[src/verilog/pcrs_pkg.sv]
package pcrs_pkg;
    // widths of the counter, the byte registers, the stack pointer and the bus
    localparam int PC_W         = 21;
    localparam int BYTE_W       = 8;
    localparam int UPPER_W      = 5;
    localparam int PTR_W        = 6;
    localparam int ADR_W        = 8;
    localparam int DAT_W        = 32;
    localparam int SEL_W        = 4;
    // stack depth in normal and in in-circuit debug mode
    localparam int DEPTH_NORMAL = 31;
    localparam int DEPTH_DEBUG  = 35;

    // register byte offsets, one aligned word each
    localparam logic [ADR_W-1:0] OFS_COUNTER_LOW   = 8'h00;
    localparam logic [ADR_W-1:0] OFS_HIGH_LATCH    = 8'h04;
    localparam logic [ADR_W-1:0] OFS_UPPER_LATCH   = 8'h08;
    localparam logic [ADR_W-1:0] OFS_TOP_UPPER     = 8'h0C;
    localparam logic [ADR_W-1:0] OFS_TOP_HIGH      = 8'h10;
    localparam logic [ADR_W-1:0] OFS_TOP_LOW       = 8'h14;
    localparam logic [ADR_W-1:0] OFS_STACK_POINTER = 8'h18;
    localparam logic [ADR_W-1:0] OFS_POWER_STATUS  = 8'h1C;
    localparam logic [ADR_W-1:0] OFS_STACK_CMD     = 8'h20;

    // field positions
    localparam int STAT_FULL_BIT = 0;
    localparam int STAT_OVF_BIT  = 1;
    localparam int STAT_UNF_BIT  = 2;
    localparam int CMD_PUSH_BIT  = 0;
    localparam int CMD_POP_BIT   = 1;

    // reset values and fixed constants
    localparam logic [PC_W-1:0]    PC_RESET    = 21'h0_0000;
    localparam logic [PC_W-1:0]    PC_STEP     = 21'h0_0002;
    localparam logic [PC_W-1:0]    PC_ALIGN    = 21'h1F_FFFE;
    localparam logic [BYTE_W-1:0]  LATCH_RESET = 8'h00;
    localparam logic [UPPER_W-1:0] UPPER_RESET = 5'h00;
    localparam logic [PTR_W-1:0]   PTR_RESET   = 6'h00;

    // operation chosen for the counter and stack in one cycle
    typedef enum logic [2:0] {
        OP_IDLE    = 3'b000,
        OP_SEQ     = 3'b001,
        OP_JUMP    = 3'b010,
        OP_PUSH    = 3'b011,
        OP_POP     = 3'b100,
        OP_SW_PUSH = 3'b101,
        OP_SW_POP  = 3'b110
    } op_t;
endpackage

[src/verilog/pcrs_ifs.sv]
`timescale 1ns/1ps
// register access taken from the bus, one-cycle strobe with its payload
interface reg_access_if;
    import pcrs_pkg::*;
    logic                 acc;
    logic                 we;
    logic                 lane0;
    logic [ADR_W-1:0]     addr;
    logic [BYTE_W-1:0]    wdata;
    modport front (output acc, we, lane0, addr, wdata);
    modport core  (input  acc, we, lane0, addr, wdata);
endinterface

// one write port and one read port of the return stack storage
interface stack_port_if;
    import pcrs_pkg::*;
    logic                 wr_en;
    logic [PTR_W-1:0]     wr_idx;
    logic [PC_W-1:0]      wr_data;
    logic [PTR_W-1:0]     rd_idx;
    logic [PC_W-1:0]      rd_data;
    modport ram  (input  wr_en, wr_idx, wr_data, rd_idx, output rd_data);
    modport core (output wr_en, wr_idx, wr_data, rd_idx, input  rd_data);
endinterface

[src/verilog/wb_front.sv]
`timescale 1ns/1ps
module wb_front
    import pcrs_pkg::*;
(
    input  wire logic                 clk_i,      // core clock
    input  wire logic                 rst_i,      // synchronous reset
    input  wire logic                 cyc_i,      // bus cycle
    input  wire logic                 stb_i,      // strobe
    input  wire logic                 we_i,       // write enable
    input  wire logic [ADR_W-1:0]     adr_i,      // byte address
    input  wire logic [DAT_W-1:0]     dat_i,      // write data
    input  wire logic [SEL_W-1:0]     sel_i,      // byte lanes
    output logic                      ack_o,      // registered acknowledge
    reg_access_if.front               acc_o       // access strobe to core
);
    logic ack_reg;

    // one access per request; the ack blocks a second take in the ack cycle
    assign acc_o.acc   = cyc_i && stb_i && !ack_reg;
    assign acc_o.we    = we_i;
    assign acc_o.lane0 = sel_i[0];
    assign acc_o.addr  = {adr_i[ADR_W-1:2], 2'b00};
    assign acc_o.wdata = dat_i[BYTE_W-1:0];
    assign ack_o       = ack_reg;

    // every address answers, unmapped ones with zero data
    always_ff @(posedge clk_i) begin
        if (rst_i) begin
            ack_reg <= 1'b0;
        end else begin
            ack_reg <= cyc_i && stb_i && !ack_reg;
        end
    end
endmodule

[src/verilog/return_stack_ram.sv]
`timescale 1ns/1ps
module return_stack_ram
    import pcrs_pkg::*;
#(
    parameter int DEPTH = DEPTH_DEBUG             // storage entries
)(
    input  wire logic                 clk_i,      // core clock
    stack_port_if.ram                 port_io     // write and read port
);
    // storage lies outside program and data space; no reset, like a ram
    logic [PC_W-1:0] mem [DEPTH];

    initial begin
        if (DEPTH < 1 || DEPTH > (1 << PTR_W) - 1) begin
            $error("return_stack_ram: DEPTH out of range");
        end
    end

    // asynchronous read keeps the top entry visible in the same cycle
    assign port_io.rd_data = (int'(port_io.rd_idx) < DEPTH) ? mem[port_io.rd_idx] : PC_RESET;

    always_ff @(posedge clk_i) begin
        if (port_io.wr_en && int'(port_io.wr_idx) < DEPTH) begin
            mem[port_io.wr_idx] <= port_io.wr_data;
        end
    end
endmodule

[src/verilog/program_counter_return_stack.sv]
// The Wishbone interface to the registers and the address map were chosen for this implementation.
`timescale 1ns/1ps
// Functional notes
// - 21-bit fetch counter in three byte registers
// - low byte direct; high byte only via latch
// - upper byte hidden; loaded only via latch
// - low byte write copies both latches in
// - low byte read copies high, upper to latches
// - bit zero held low; advance by two
// - calls, jumps, branches load target, ignore latches
// - stack holds up to 31 nested calls, 35 in debug mode
// - push on call and interrupt acknowledge
// - pop into counter on any return
// - latches untouched by call and return
// - 31 entries normally, 35 in debug mode
// - stack storage separate from program, data space
// - pointer readable, writable; software push and pop
// - push increments pointer, then writes entry
// - pop reads entry, then decrements pointer
// - pointer zero after reset, no entry there
// - status shows full, overflow and underflow
// - top window shows only the selected entry
module program_counter_return_stack
    import pcrs_pkg::*;
#(
    parameter int NORMAL_DEPTH = DEPTH_NORMAL,            // entries, normal mode
    parameter int DEBUG_DEPTH  = DEPTH_DEBUG              // entries, debug mode
)(
    input  wire logic                        clk_i,                 // core clock
    input  wire logic                        rst_i,                 // synchronous reset
    input  wire logic                        wb_cyc_i,              // bus cycle
    input  wire logic                        wb_stb_i,              // bus strobe
    input  wire logic                        wb_we_i,               // bus write
    input  wire logic [pcrs_pkg::ADR_W-1:0]  wb_adr_i,              // byte address
    input  wire logic [pcrs_pkg::DAT_W-1:0]  wb_dat_i,              // write data
    input  wire logic [pcrs_pkg::SEL_W-1:0]  wb_sel_i,              // byte lanes
    output logic      [pcrs_pkg::DAT_W-1:0]  wb_dat_o,              // read data
    output logic                             wb_ack_o,              // acknowledge
    input  wire logic                        advance_i,             // sequential step
    input  wire logic                        jump_i,                // goto or branch
    input  wire logic                        call_i,                // call or relative call
    input  wire logic [pcrs_pkg::PC_W-1:0]   jump_target_i,         // target address
    input  wire logic                        irq_ack_i,             // interrupt taken
    input  wire logic [pcrs_pkg::PC_W-1:0]   irq_vector_i,          // interrupt vector
    input  wire logic                        return_i,              // any return
    input  wire logic                        in_circuit_debug_mode_i, // deep stack
    output logic      [pcrs_pkg::PC_W-1:0]   fetch_addr_o,          // fetch address
    output logic      [pcrs_pkg::PTR_W-1:0]  stack_ptr_o,           // stack pointer
    output logic                             stack_full_o,          // full flag
    output logic                             stack_overflow_o,      // overflow flag
    output logic                             stack_underflow_o      // underflow flag
);
    import pcrs_pkg::*;

    initial begin
        if (NORMAL_DEPTH < 1 || NORMAL_DEPTH > DEBUG_DEPTH || DEBUG_DEPTH > (1 << PTR_W) - 1) begin
            $error("program_counter_return_stack: bad depth parameters");
        end
    end

    localparam logic [PTR_W-1:0] LIMIT_NORMAL = PTR_W'(NORMAL_DEPTH);
    localparam logic [PTR_W-1:0] LIMIT_DEBUG  = PTR_W'(DEBUG_DEPTH);

    reg_access_if acc_bus ();
    stack_port_if stk ();

    logic [PC_W-1:0]    pc_reg;
    logic [PC_W-1:0]    pc_next;
    logic [BYTE_W-1:0]  high_latch_reg;
    logic [UPPER_W-1:0] upper_latch_reg;
    logic [PTR_W-1:0]   ptr_reg;
    logic [PTR_W-1:0]   ptr_next;
    logic               full_reg;
    logic               overflow_reg;
    logic               underflow_reg;
    logic [DAT_W-1:0]   rdata_reg;
    logic [PTR_W-1:0]   limit;
    logic               at_full;
    logic               at_empty;
    logic               push_try;
    logic               pop_try;
    logic               push_ok;
    logic               pop_ok;
    logic [PC_W-1:0]    top_word;
    logic               sw_wr;
    logic               sw_rd;
    logic [ADR_W-1:0]   reg_addr;
    logic [BYTE_W-1:0]  wbyte;
    logic               hw_busy;
    op_t                op;

    wb_front u_front (
        .clk_i (clk_i),
        .rst_i (rst_i),
        .cyc_i (wb_cyc_i),
        .stb_i (wb_stb_i),
        .we_i  (wb_we_i),
        .adr_i (wb_adr_i),
        .dat_i (wb_dat_i),
        .sel_i (wb_sel_i),
        .ack_o (wb_ack_o),
        .acc_o (acc_bus)
    );

    return_stack_ram #(
        .DEPTH (DEBUG_DEPTH)
    ) u_ram (
        .clk_i   (clk_i),
        .port_io (stk)
    );

    // decoded software access; a write needs the low byte lane
    assign sw_wr    = acc_bus.acc && acc_bus.we && acc_bus.lane0;
    assign sw_rd    = acc_bus.acc && !acc_bus.we;
    assign reg_addr = acc_bus.addr;
    assign wbyte    = acc_bus.wdata;

    // depth follows the mode; a pointer above the current mode's limit still counts as full
    assign limit    = in_circuit_debug_mode_i ? LIMIT_DEBUG : LIMIT_NORMAL;
    assign at_full  = (ptr_reg >= limit);
    assign at_empty = (ptr_reg == PTR_RESET);

    // operation select: interrupt and call outrank return, jump and step
    always_comb begin
        op = OP_IDLE;
        if (irq_ack_i || call_i) begin
            op = OP_PUSH;
        end else if (return_i) begin
            op = OP_POP;
        end else if (jump_i) begin
            op = OP_JUMP;
        end else if (advance_i) begin
            op = OP_SEQ;
        end else if (sw_wr && reg_addr == OFS_STACK_CMD && wbyte[CMD_PUSH_BIT]) begin
            op = OP_SW_PUSH;
        end else if (sw_wr && reg_addr == OFS_STACK_CMD && wbyte[CMD_POP_BIT]) begin
            op = OP_SW_POP;
        end
    end

    assign push_try = (op == OP_PUSH) || (op == OP_SW_PUSH);
    assign pop_try  = (op == OP_POP) || (op == OP_SW_POP);
    assign push_ok  = push_try && !at_full;
    assign pop_ok   = pop_try && !at_empty;
    assign hw_busy  = (op != OP_IDLE);

    // pointer value n selects storage slot n-1; position zero has no slot
    assign stk.rd_idx = ptr_reg - PTR_W'(1);
    assign top_word   = at_empty ? PC_RESET : stk.rd_data;

    // stack write: a push fills the slot of the incremented pointer
    always_comb begin
        stk.wr_en   = 1'b0;
        stk.wr_idx  = ptr_reg;
        stk.wr_data = pc_reg;
        if (push_ok) begin
            stk.wr_en   = 1'b1;
            stk.wr_idx  = ptr_reg;
            stk.wr_data = pc_reg;
        end else if (sw_wr && !at_empty && !pop_try) begin
            // top window writes modify one byte of the selected entry
            stk.wr_idx  = ptr_reg - PTR_W'(1);
            stk.wr_data = top_word;
            case (reg_addr)
                OFS_TOP_UPPER: begin
                    stk.wr_en   = 1'b1;
                    stk.wr_data = {wbyte[UPPER_W-1:0], top_word[15:0]};
                end
                OFS_TOP_HIGH: begin
                    stk.wr_en   = 1'b1;
                    stk.wr_data = {top_word[20:16], wbyte, top_word[7:0]};
                end
                OFS_TOP_LOW: begin
                    stk.wr_en   = 1'b1;
                    stk.wr_data = {top_word[20:8], wbyte};
                end
                default: begin
                    stk.wr_en   = 1'b0;
                end
            endcase
        end
    end

    // counter next value; the hidden bytes change only by these paths
    always_comb begin
        pc_next = pc_reg;
        case (op)
            OP_SEQ: begin
                pc_next = (pc_reg + PC_STEP) & PC_ALIGN;
            end
            OP_JUMP: begin
                pc_next = jump_target_i & PC_ALIGN;
            end
            OP_PUSH: begin
                pc_next = (irq_ack_i ? irq_vector_i : jump_target_i) & PC_ALIGN;
            end
            OP_POP: begin
                pc_next = top_word & PC_ALIGN;
            end
            OP_IDLE: begin
                if (sw_wr && reg_addr == OFS_COUNTER_LOW) begin
                    pc_next = {upper_latch_reg, high_latch_reg, wbyte[7:1], 1'b0};
                end
            end
            default: begin
                pc_next = pc_reg;
            end
        endcase
    end

    // program counter register
    always_ff @(posedge clk_i) begin
        if (rst_i) begin
            pc_reg <= PC_RESET;
        end else begin
            pc_reg <= pc_next;
        end
    end

    // latches: software writes, or a low byte read snapshots the hidden bytes
    // no call or return path reaches them, so a pushed frame keeps its latches
    always_ff @(posedge clk_i) begin
        if (rst_i) begin
            high_latch_reg  <= LATCH_RESET;
            upper_latch_reg <= UPPER_RESET;
        end else if (sw_rd && reg_addr == OFS_COUNTER_LOW) begin
            high_latch_reg  <= pc_reg[15:8];
            upper_latch_reg <= pc_reg[20:16];
        end else if (sw_wr && reg_addr == OFS_HIGH_LATCH) begin
            high_latch_reg  <= wbyte;
        end else if (sw_wr && reg_addr == OFS_UPPER_LATCH) begin
            upper_latch_reg <= wbyte[UPPER_W-1:0];
        end
    end

    // pointer next: push increments, pop decrements, software may load it
    always_comb begin
        ptr_next = ptr_reg;
        if (push_ok) begin
            ptr_next = ptr_reg + PTR_W'(1);
        end else if (pop_ok) begin
            ptr_next = ptr_reg - PTR_W'(1);
        end else if (!hw_busy && sw_wr && reg_addr == OFS_STACK_POINTER) begin
            // a value past the current mode's depth is clamped to that mode's limit
            ptr_next = (wbyte[PTR_W-1:0] > limit) ? limit : wbyte[PTR_W-1:0];
        end
    end

    always_ff @(posedge clk_i) begin
        if (rst_i) begin
            ptr_reg <= PTR_RESET;
        end else begin
            ptr_reg <= ptr_next;
        end
    end

    // sticky status; software clears by writing ones, a new event wins
    always_ff @(posedge clk_i) begin
        if (rst_i) begin
            full_reg      <= 1'b0;
            overflow_reg  <= 1'b0;
            underflow_reg <= 1'b0;
        end else begin
            if (push_ok && ptr_next == limit) begin
                full_reg <= 1'b1;
            end else if (sw_wr && reg_addr == OFS_POWER_STATUS && wbyte[STAT_FULL_BIT]) begin
                full_reg <= 1'b0;
            end
            if (push_try && at_full) begin
                overflow_reg <= 1'b1;
            end else if (sw_wr && reg_addr == OFS_POWER_STATUS && wbyte[STAT_OVF_BIT]) begin
                overflow_reg <= 1'b0;
            end
            if (pop_try && at_empty) begin
                underflow_reg <= 1'b1;
            end else if (sw_wr && reg_addr == OFS_POWER_STATUS && wbyte[STAT_UNF_BIT]) begin
                underflow_reg <= 1'b0;
            end
        end
    end

    // read data, registered with the ack; unmapped addresses read zero
    always_ff @(posedge clk_i) begin
        if (rst_i) begin
            rdata_reg <= '0;
        end else if (sw_rd) begin
            case (reg_addr)
                OFS_COUNTER_LOW:   rdata_reg <= DAT_W'(pc_reg[7:0]);
                OFS_HIGH_LATCH:    rdata_reg <= DAT_W'(high_latch_reg);
                OFS_UPPER_LATCH:   rdata_reg <= DAT_W'(upper_latch_reg);
                OFS_TOP_UPPER:     rdata_reg <= DAT_W'(top_word[20:16]);
                OFS_TOP_HIGH:      rdata_reg <= DAT_W'(top_word[15:8]);
                OFS_TOP_LOW:       rdata_reg <= DAT_W'(top_word[7:0]);
                OFS_STACK_POINTER: rdata_reg <= DAT_W'(ptr_reg);
                OFS_POWER_STATUS:  rdata_reg <= DAT_W'({underflow_reg, overflow_reg, full_reg});
                default:           rdata_reg <= '0;
            endcase
        end
    end

    assign wb_dat_o          = rdata_reg;
    assign fetch_addr_o      = pc_reg;
    assign stack_ptr_o       = ptr_reg;
    assign stack_full_o      = full_reg;
    assign stack_overflow_o  = overflow_reg;
    assign stack_underflow_o = underflow_reg;

    // ---- checks ----
    // helper copies so that $past sees plain signals
    logic [BYTE_W-1:0]  pc_high_byte;
    logic [UPPER_W-1:0] pc_upper_byte;
    logic [PC_W-1:0]    target_aligned;
    logic               low_write;
    logic               low_read;
    assign pc_high_byte   = pc_reg[15:8];
    assign pc_upper_byte  = pc_reg[20:16];
    assign target_aligned = jump_target_i & PC_ALIGN;
    assign low_write      = (op == OP_IDLE) && sw_wr && reg_addr == OFS_COUNTER_LOW;
    assign low_read       = sw_rd && reg_addr == OFS_COUNTER_LOW;
endmodule

[config.mk]
export PLATFORM = sky130hd
export DESIGN_NAME = program_counter_return_stack
export DESIGN_NICKNAME = d
export VERILOG_FILES = /design/src/verilog/pcrs_pkg.sv /design/src/verilog/pcrs_ifs.sv /design/src/verilog/wb_front.sv /design/src/verilog/return_stack_ram.sv /design/src/verilog/program_counter_return_stack.sv
export SDC_FILE = /design/constraint.sdc
export NUM_CORES = 1
export LEC_CHECK = 0
export BUFFER_PORTS_ARGS = -buffer_cell sky130_fd_sc_hd__buf_2
export CAP_MARGIN = 20
export CORE_ASPECT_RATIO = 1.75
export CORE_MARGIN = 4
export CORE_UTILIZATION = 25
export CTS_BUF_LIST = sky130_fd_sc_hd__clkbuf_4
export CTS_CLUSTER_DIAMETER = 200
export DETAILED_ROUTE_END_ITERATION = 12
export SLEW_MARGIN = 20
export SYNTH_ARGS = -nofsm -noshare
export SYNTH_HDL_FRONTEND = slang
export SYNTH_SLANG_ARGS = --single-unit
[constraint.sdc]
create_clock -name clk_i -period 5 [get_ports clk_i]
set_input_delay 0.75 -clock clk_i [delete_from_list [all_inputs] [get_ports clk_i]]
set_output_delay 0.75 -clock clk_i [all_outputs]
set_load 0.02 [all_outputs]
# == After elaboration in Yosys (flattened, before gate mapping) ==
# Memories as Yosys holds them, arrays and structs flattened.
# Cells that the tools add are included.
# op_classes
n_addsub,3
magnitude_cmp,4
n_eq_ne,17
mux,38
reduce_logical,48
# ops
op,count
$mux W21,6
$pmux W21 S5,1
$pmux W8 S8,1
$pmux W21 S3,1
$mux W6,7
$logic_and A1 B1 Y1,26
$eq A6 B3 Y1 const B,4
$add A21 B2 Y21 const B,1
$mux W3,6
$mux W8,2
$mux W5,3
$eq A6 B2 Y1 const B,2
$lt A6 B6 Y1 const B,2
$mux W1,11
$reduce_bool A2 Y1,5
$eq A3 B3 Y1 const B,3
$logic_not A8 Y1,1
$add A6 B1 Y6 const B,1
$eq A3 B2 Y1 const B,2
$eq A6 B1 Y1 const B,1
$eq A6 B4 Y1 const B,1
$eq A6 B6 Y1,1
$ge A6 B6 Y1,1
$gt A6 B6 Y1,1
11 further kinds,20
# totals
register_bits,76
ram_bits,735
out_inout_bits,63
elab_cells,120
memories,1
# mem_list
name,depth,word_bits,rd,rd_clocked_by_memory_dff,write_ports,line,source
u_ram.mem,35,21,1,0,1,return_stack_ram.sv:11,logic [PC_W-1:0] mem [DEPTH];

# == Longest topological paths before layout ==
# Gate-level depths: netlist of the first run.
# logic_depth
depth_word,22
depth_mapped,18

# == Modules after synthesis ==
# From an unflattened synthesis of the first run, not the netlist that was laid out.
# hier_totals
hier_cells,2033
area_unflattened_um2,33495.9
# by_module_without_submodules
module,n_inst,cells_each,area_each_um2,seq_area_each_um2
return_stack_ram,1,1334,28597.4,22071.2
program_counter_return_stack,1,677,4717.0,1001.0
wb_front,1,22,181.4,20.0

# == Worst setup path after synthesis of the first run ==
# No wires, ideal clock.
# synth_path
path_kind,flip-flop to flip-flop
from,register ptr_reg[0] (netlist: stack_ptr_o[0])
to,memory u_ram.mem[0][6] (data pin)
setup_time_ps,477
arrival_time_ps,4805
required_time_ps,4523
setup_slack_ps,-282
path_stages_with_launch,19
n_path_buf,10
period_less_slack_ps,5282
path_cell_list,dfxtp_1 -> buf_6 -> buf_6 -> buf_6 -> buf_4 -> clkinv_1 -> ha_1 -> buf_2 -> buf_2 -> buf_4 -> buf_4 -> buf_2 -> clkbuf_1 -> nor2_1 -> a211oi_1 -> a21oi_1 -> nor2_1 -> a21oi_1 -> o21ai_0
# synth_between
elab_chain_len,7
# synth_lines
item,line,source
from (decl),program_counter_return_stack.sv:71,logic [PTR_W-1:0] ptr_reg;
from (signal assigned),program_counter_return_stack.sv:253,ptr_reg <= ptr_next;
$sub A6 B1 Y6,program_counter_return_stack.sv:148,assign stk.rd_idx = ptr_reg - PTR_W'(1);
$mem_v2 Z35 W21 or $lt A6 B6 Y1 (tied branches),--,
$mux W21,return_stack_ram.sv:20,assign port_io.rd_data = (int'(port_io.rd_idx) < DEPTH) ? mem[port_io.rd_idx] : PC_RESET;
$mux W21,program_counter_return_stack.sv:149,assign top_word = at_empty ? PC_RESET : stk.rd_data;
$pmux W21 S3,program_counter_return_stack.sv:164,case (reg_addr)
$mux W21,program_counter_return_stack.sv:160,end else if (sw_wr && !at_empty && !pop_try) begin
$mux W21 *,program_counter_return_stack.sv:156,if (push_ok) begin
named net stk.wr_data[6],pcrs_ifs.sv:19,logic [PC_W-1:0] wr_data;
to (decl),return_stack_ram.sv:11,
# The timed path passes the listed nets; every way through them passes the cells marked *.

# == Worst setup path in the final report of the first run ==
# layout_path
from,register ptr_reg[0] (netlist: stack_ptr_o[0])
to,memory u_ram.mem[30][6] (data pin)
# The elaborated chain is that of the path after synthesis.

==> key figures, run 1 <==
Setup path
  • Crit-path leading delay family: multiplexers
  • FF-to-FF End: u_ram.mem[30][6]$_DFFE_PP_
  • Crit-path max cell delay: 0.78 ns
  • Max FO, Critical Path: 35
  • CP required: approximately 5.6 ns
  • Reg2reg setup slack: approximately 0.46 ns
  • Crit Reg-Reg Startpoint: stack_ptr_o[0]$_SDFF_PP0_
  • Crit path depth: 11
  • Worst Setup EP: u_ram.mem[30][6]$_DFFE_PP_
  • Crit path capture type: flop
  • Critical Path Start: stack_ptr_o[0]$_SDFF_PP0_
  • WS Path Type: reg2reg
  • Arr. time, crit path: 5.17 ns
  • Crit-path slowest cell: ha_4
  • Reg2reg path depth: 11
  • Worst path cell trace: clkinv_1, ha_4, buf_12, mux4_2, mux4_2, mux2_2, a21oi_1, nor2_1, a21oi_1, o21ai_2, buf_4
  • Type of origin of the critical path: flop
  • CP bufs+invs: 3

Layout
  • Nets@finish: 2,247
  • Fraction of layout cells with a size suffix above 1: 0.332
  • # fillers: between 10,000 and 15,000
  • Final Util: 0.292
  • Max reg flops: between 700 and 800
  • Post-route design area: ~38,000 um^2
  • Area Overhead vs Synth: 16.1%
  • Biggest register: u_ram.mem

Logic synthesis
  • Area share of the largest cell type after synthesis: 0.666
  • Mapped cell area: approximately 33,000 um^2
  • Most frequent cell after synthesis: edfxtp_1
  • Unique masters post-synth: between 80 and 90
  • Post-synth EDFFs: between 700 and 800
  • Seq/Total Area, Yosys: 0.697
  • Ys async rst share: 0
  • Ys flop type: edfxtp_1
  • Top post-synthesis cells by count: edfxtp_1, mux4_2, nor2_1, nand2_1, a21oi_1
  • Syn. warnings: 0
  • Synth area leaders: edfxtp_1, mux4_2, dfxtp_1
  • Mean Syn Cell Area: 17.7 um^2
  • Synthesis-stage register bit count: 786
  • Syn Inst Count: 1,877
  • Leading area contributor after synthesis: edfxtp_1

Global routing
  • Vias in the first global route: around 20,000
  • Largest net degree at the start of global routing: 88
  • GRT Overall Usage: 0.121
  • Initial antenna violation count: 3
  • Overflow after GRT: 0
  • First-pass GRT wire length: roughly 130,000 um

Clocking
  • Clock slew at reported path FFs: roughly 0.07 ns
  • Sink Count: ~800
  • Clk buf depth: 3
  • H-tree depth: 4
  • Worst skew pair latency: 0.98 ns
  • Post-CTS Resized: 0
  • Post-CTS Repair Setup Buffers: 0
  • Root Buffer: clkbuf_4
  • Clock buffer count from CTS: about 160
  • TritonCTS clock tree: done
  • Hold buffers post-CTS: 0

Placement
  • DP HPWL: roughly 57,000 um
  • # port buffers: between 100 and 150
  • Routability cong.: a little under 0.9
  • Cell area after placement: ~36,000 um^2

Die
  • # rows: around 180
  • Initial core utilization: 0.252
  • Die X-Extent: 283 um
  • Die ar.: around 140,000 um^2
  • IO Count: 160
  • Core Area: 132,000 um^2
  • Die height: 490 um

Worst hold path
  • Worst Hold Class: in2reg

Power
  • PD cells: ~460 nW/um^2
  • Peak VDD IR: about 220 uV
  • Leak: approximately 12 nW

Routing
  • Final wirelength: roughly 86,000 um
  • Remaining DRCs: 0
  • Iter 0 DRT Violations: approximately 1,400
  • Via count: around 19,000
  • DR WL/cell: around 22 um
  • Post-route antenna net violation count: 0
  • Vias per cell: about 4.7
  • TritonRoute pass-1 iters: 8

Timing
  • Fmax: approximately 220 MHz
  • Final setup skew: just over 0.07 ns
  • Setup tns final: 0 ns
  • Worst Hold Slack: ~0.13 ns
  • Period utilization: 0.909
  • Final min period: 4.54 ns
  • Final Max Tran Viols: 0
  • Slew headroom: 0.325
  • Final hold viol count: 0
  • Worst-Margin Slew: between 1 and 1.5 ns
  • RSZ-0062 raised after global routing: false
  • Final Setup Violations: 0

Outcome
  • Run status: finished, final reports clean

Job
  • Max Cap Viol: 0
[metal layers]
layer / share of wire / wire length (um) / vias to the layer above / GRT usage
met3: 0.044 / 3780 / 219 / 0.0189
met5: 0.00015 / 13 / - / 0
met4: 0.046 / 3920 / 2 / 0.0624
li1: - / - / 8260 / -
met1: 0.35 / 29900 / 9628 / 0.124
met2: 0.56 / 47900 / 688 / 0.237
[through the flow]
stage | cells | setup slack, ns | total power, W
2_1_floorplan | 1901 | 0.244 | 0.0110
3_3_place_gp | 3665 | 0.468 | 0.0128
3_5_place_dp | 3665 | 0.427 | 0.0129
4_1_cts | 3959 | 0.362 | 0.0178
5_1_grt | 3961 | 0.301 | 0.0184
6_report | 3961 | 0.457 | 0.0176
[area by class of cell]
cell class / count / area, um^2 / area share
multi-input cells: 967 / 9590 / 0.249
clock buffers: 225 / 1690 / 0.0439
flip-flops and latches: 786 / 23100 / 0.600
clock inverters: 69 / 482 / 0.0125
inverters: 7 / 26.3 / 0.000683
diodes: 2 / 5.00 / 0.000130
well taps: 1691 / 2120 / 0.0550
repair buffers: 214 / 1460 / 0.0380
[power by group]
group          internal, W  switching [W]
Sequential         0.00755       0.000106
Clock              0.00247        0.00245
Combinational      0.00200        0.00302
[worst min-delay path: cells and delay by family]
kind	cells	cell delay [ns]
buffers and inverters	1	0.08
AO/OA/AOI/OAI	2	0.25
[kinds of logic after synthesis]
logic type | count (synthesis) | synth area share
adders and majority gates | 12 | 0.00453
muxes | 263 | 0.157
xor gates and xnor gates | 23 | 0.00732
DFF | 786 | 0.697
AOI/OAI and AO/OA | 261 | 0.0565
and+or+nand+nor | 383 | 0.0526
other | 1 | 0.000113
buffers and inverters | 148 | 0.0247
[placed cells by master, fill, tap and decap left out, drive strengths merged, types with 29 or more instances in the layout]
cell type  Yosys  final
edfxtp       735    735
clkbuf        50    225
buf           91    214
mux4         206    206
nor2         169    169
nand2         97     97
a21oi         63     63
clkinv         1     57
mux2i         54     54
dfxtp         51     51
o21ai         32     32
a211oi        29     29
[how the worst min path moves through the flow]
| stage | from | end | slack, ns | cells after the start |
|---|---|---|---|---|
| floorplan | high_latch_reg[7]$_SDFFE_PP0P_ | high_latch_reg[7]$_SDFFE_PP0P_ | 0.54 | 2 |
| global placement | wb_dat_o[4]$_SDFFE_PP0P_ | wb_dat_o[4]$_SDFFE_PP0P_ | 0.50 | 2 |
| detailed placement | wb_dat_o[2]$_SDFFE_PP0P_ | wb_dat_o[2]$_SDFFE_PP0P_ | 0.49 | 1 |
| CTS | jump_target_i[19] | fetch_addr_o[19]$_SDFFE_PP0P_ | 0.03 | 3 |
| global route | jump_target_i[19] | fetch_addr_o[19]$_SDFFE_PP0P_ | 0.09 | 3 |
| finish | jump_target_i[19] | fetch_addr_o[19]$_SDFFE_PP0P_ | 0.13 | 3 |
Note: power is estimated with default switching activity, not from simulation.
==> run 2, diff against run 1 <==
--- a/config.mk
+++ b/config.mk
@@ -13,6 +13,7 @@
 export CTS_BUF_LIST = sky130_fd_sc_hd__clkbuf_4
 export CTS_CLUSTER_DIAMETER = 200
 export DETAILED_ROUTE_END_ITERATION = 12
+export GPL_TIMING_DRIVEN = 0
 export SLEW_MARGIN = 20
 export SYNTH_ARGS = -nofsm -noshare
 export SYNTH_HDL_FRONTEND = slang
==> run 2 against run 1 <==
Compared with the run above: flip-flop and latch count unchanged; first-iteration DRC count increased by 41%; combinational power up 27%; cell count increased by 4.5%; maximum frequency decreased by 6.1%; critical path depth up 7; hold slack gained 0.034 ns; non-clock buffer count rose by 177; critical endpoint is now u_ram.mem[4][19]$_DFFE_PP_; wire length rose by 28%; final area is 6.9% higher; via count is 11% higher.
==> key figures, run 2 (synthesized netlist as in run 1, its figures left out) <==
Die
  • Initial core utilization: 0.252
  • Core Area: 132,000 um^2
  • # rows: ~180
  • Die X-Extent: about 280 um
  • Die ar.: about 140,000 um^2
  • Die height: around 490 um
  • IO Count: between 150 and 200

Clocking
  • Root Buffer: clkbuf_4
  • Hold buffers post-CTS: 0
  • Sink Count: 786
  • TritonCTS clock tree: done
  • Clk buf depth: 3
  • H-tree depth: 4
  • Worst skew pair latency: between 0.9 and 1 ns
  • Clock slew at reported path FFs: about 0.09 ns
  • Clock buffer count from CTS: between 150 and 200

Setup path
  • Crit-path slowest cell: mux4_2
  • Crit path capture type: flop
  • Crit-path leading delay family: buffers and inverters
  • Worst path cell trace: buf_6, buf_8, buf_8, buf_8, clkinv_2, ha_1, buf_4, buf_6, buf_6, buf_4, mux4_2, mux4_2, nand2_1, a31oi_4, a221oi_4, buf_12, nor2_4, buf_12
  • Arr. time, crit path: between 5 and 6 ns
  • Max FO, Critical Path: 18
  • CP required: ~5.7 ns
  • Type of origin of the critical path: flop
  • CP bufs+invs: 11
  • Crit-path max cell delay: 0.48 ns
  • WS Path Type: reg2reg

Routing
  • Post-route antenna net violation count: 0
  • WL met2: ~58,000 um
  • Iter 0 DRT Violations: ~2,000
  • Vias per cell: 5.05
  • TritonRoute pass-1 iters: 5
  • DR WL/cell: approximately 27 um
  • Via count: approximately 21,000
  • M1 WL: roughly 35,000 um
  • Final wirelength: 110,000 um
  • WL met3: about 7600 um
  • DR top layer: met4
  • Remaining DRCs: 0

Global routing
  • GRT Overall Usage: 0.155
  • First-pass GRT wire length: between 150,000 and 200,000 um
  • Overflow after GRT: 0
  • Vias in the first global route: between 20,000 and 25,000
  • Initial antenna violation count: 1
  • Largest net degree at the start of global routing: 36

Timing
  • Worst Hold Slack: 0.167 ns
  • Final Max Tran Viols: 0
  • Final setup skew: approximately 0.06 ns
  • Slew headroom: 0.254
  • Final min period: around 4.8 ns
  • Final hold viol count: 0
  • Final Setup Violations: 0
  • Worst-Margin Slew: around 1.1 ns
  • Fmax: roughly 210 MHz
  • Period utilization: 0.967

Job
  • Max Cap Viol: 0

Outcome
  • Run status: finished, final reports clean

Layout
  • Max reg flops: between 700 and 800
  • Fraction of layout cells with a size suffix above 1: 0.382
  • # fillers: between 10,000 and 15,000
  • Multi-input gate area: approximately 10,000 um^2
  • Final Util: 0.312
  • Most frequent cells in the layout: edfxtp_1, clkbuf_4, mux4_2
  • Nets@finish: between 2,000 and 2,500
  • Flip-flop and latch area: around 23,000 um^2
  • Most common cell after layout, fill and taps aside: edfxtp_1
  • Area Overhead vs Synth: 24.1%
  • Biggest register: u_ram.mem

Placement
  • DP HPWL: 71,200 um
  • # port buffers: between 100 and 150
  • Routability cong.: about 0.93

Worst hold path
  • Worst Hold Class: in2reg

Power
  • Peak VDD IR: about 260 uV
  • PD cells: 461 nW/um^2
  • Leak: between 10 and 15 nW
==> run 2: cell count changes in the layout (fill, tap and decap cells not counted), sizes merged <==
cell	previous run	this run
clkinvlp	4	1
diode	2	1
nor2	169	178
inv	8	11
clkbuf	225	275
a21oi	63	64
buf	214	341
clkinv	57	47
clkdlybuf4s15	0	1
o21ai	32	34
==> run 2: through the flow <==
step | setup slack (ns) | std cells | total power (W) | instance area (um^2) | TNS [ns]
after floorplan | 0.244 | 1901 | 0.0110 | 33200 | 0
after global placement | -3.45 | 3693 | 0.0131 | 35900 | -3646.16
after detailed placement | -1.87 | 3735 | 0.0133 | 37100 | -1689.35
after CTS | 0.00211 | 4108 | 0.0188 | 40700 | 0
after global routing | -0.00189 | 4140 | 0.0196 | 41100 | -0.00910
final | 0.165 | 4140 | 0.0190 | 41100 | 0
==> run 2: worst paths after layout <==
kind | slack [ns] | cells after the start | start | end
setup reg to reg | 0.16 | 18 | stack_ptr_o[0]$_SDFF_PP0_ | u_ram.mem[4][19]$_DFFE_PP_
setup / recovery | 0.16 | 18 | stack_ptr_o[0]$_SDFF_PP0_ | u_ram.mem[4][19]$_DFFE_PP_
hold reg to reg | 0.53 | 2 | wb_dat_o[7]$_SDFFE_PP0P_ | wb_dat_o[7]$_SDFFE_PP0P_
hold / removal | 0.17 | 3 | jump_target_i[19] | fetch_addr_o[19]$_SDFFE_PP0P_
==> run 2: area by class of cell <==
cell class                      count  share of cell area
Sequential cell                   786               0.561
Multi-Input combinational cell    979               0.252
Timing Repair Buffer              250              0.0603
Tap cell                         1691              0.0514
Clock buffer                      226              0.0413
Buffer                            141              0.0224
Clock inverter                     59              0.0103
Inverter                            7            0.000669
Antenna cell                        1           0.0000608
==> run 2: where the power goes <==
part | leakage, nW | switching [W] | internal [W] | total [W]
clock network | 1.26 | 0.00246 | 0.00246 | 0.00492
registers | 7.20 | 0.0000970 | 0.00754 | 0.00764
logic | 4.96 | 0.00404 | 0.00237 | 0.00641
==> run 2: repair_timing <==
item                                    in CTS  in global routing
resized for setup                          102                 40
pin swaps                                   54                 17
cloned                                      12                  0
endpoints found under the setup margin    1499               1228
setup buffers                               76                 31
==> run 2: worst reg2reg max path, cell delays in order (launching register included) <==
cell and delay [ns]:
dfxtp_1 0.39, buf_6 0.23, buf_8 0.22, buf_8 0.21, buf_8 0.22, clkinv_2 0.18
ha_1 0.32, buf_4 0.24, buf_6 0.23, buf_6 0.22, buf_4 0.26, mux4_2 0.34
mux4_2 0.48, nand2_1 0.12, a31oi_4 0.18, a221oi_4 0.37, buf_12 0.17, nor2_4 0.05
buf_12 0.18
==> run 2: layer usage <==
| metal | GRT usage | up-vias |
|---|---|---|
| li1 | - | 8673 |
| met1 | 0.155 | 10700 |
| met2 | 0.286 | 1166 |
| met3 | 0.0272 | 412 |
| met4 | 0.115 | 0 |
| met5 | 0 | - |
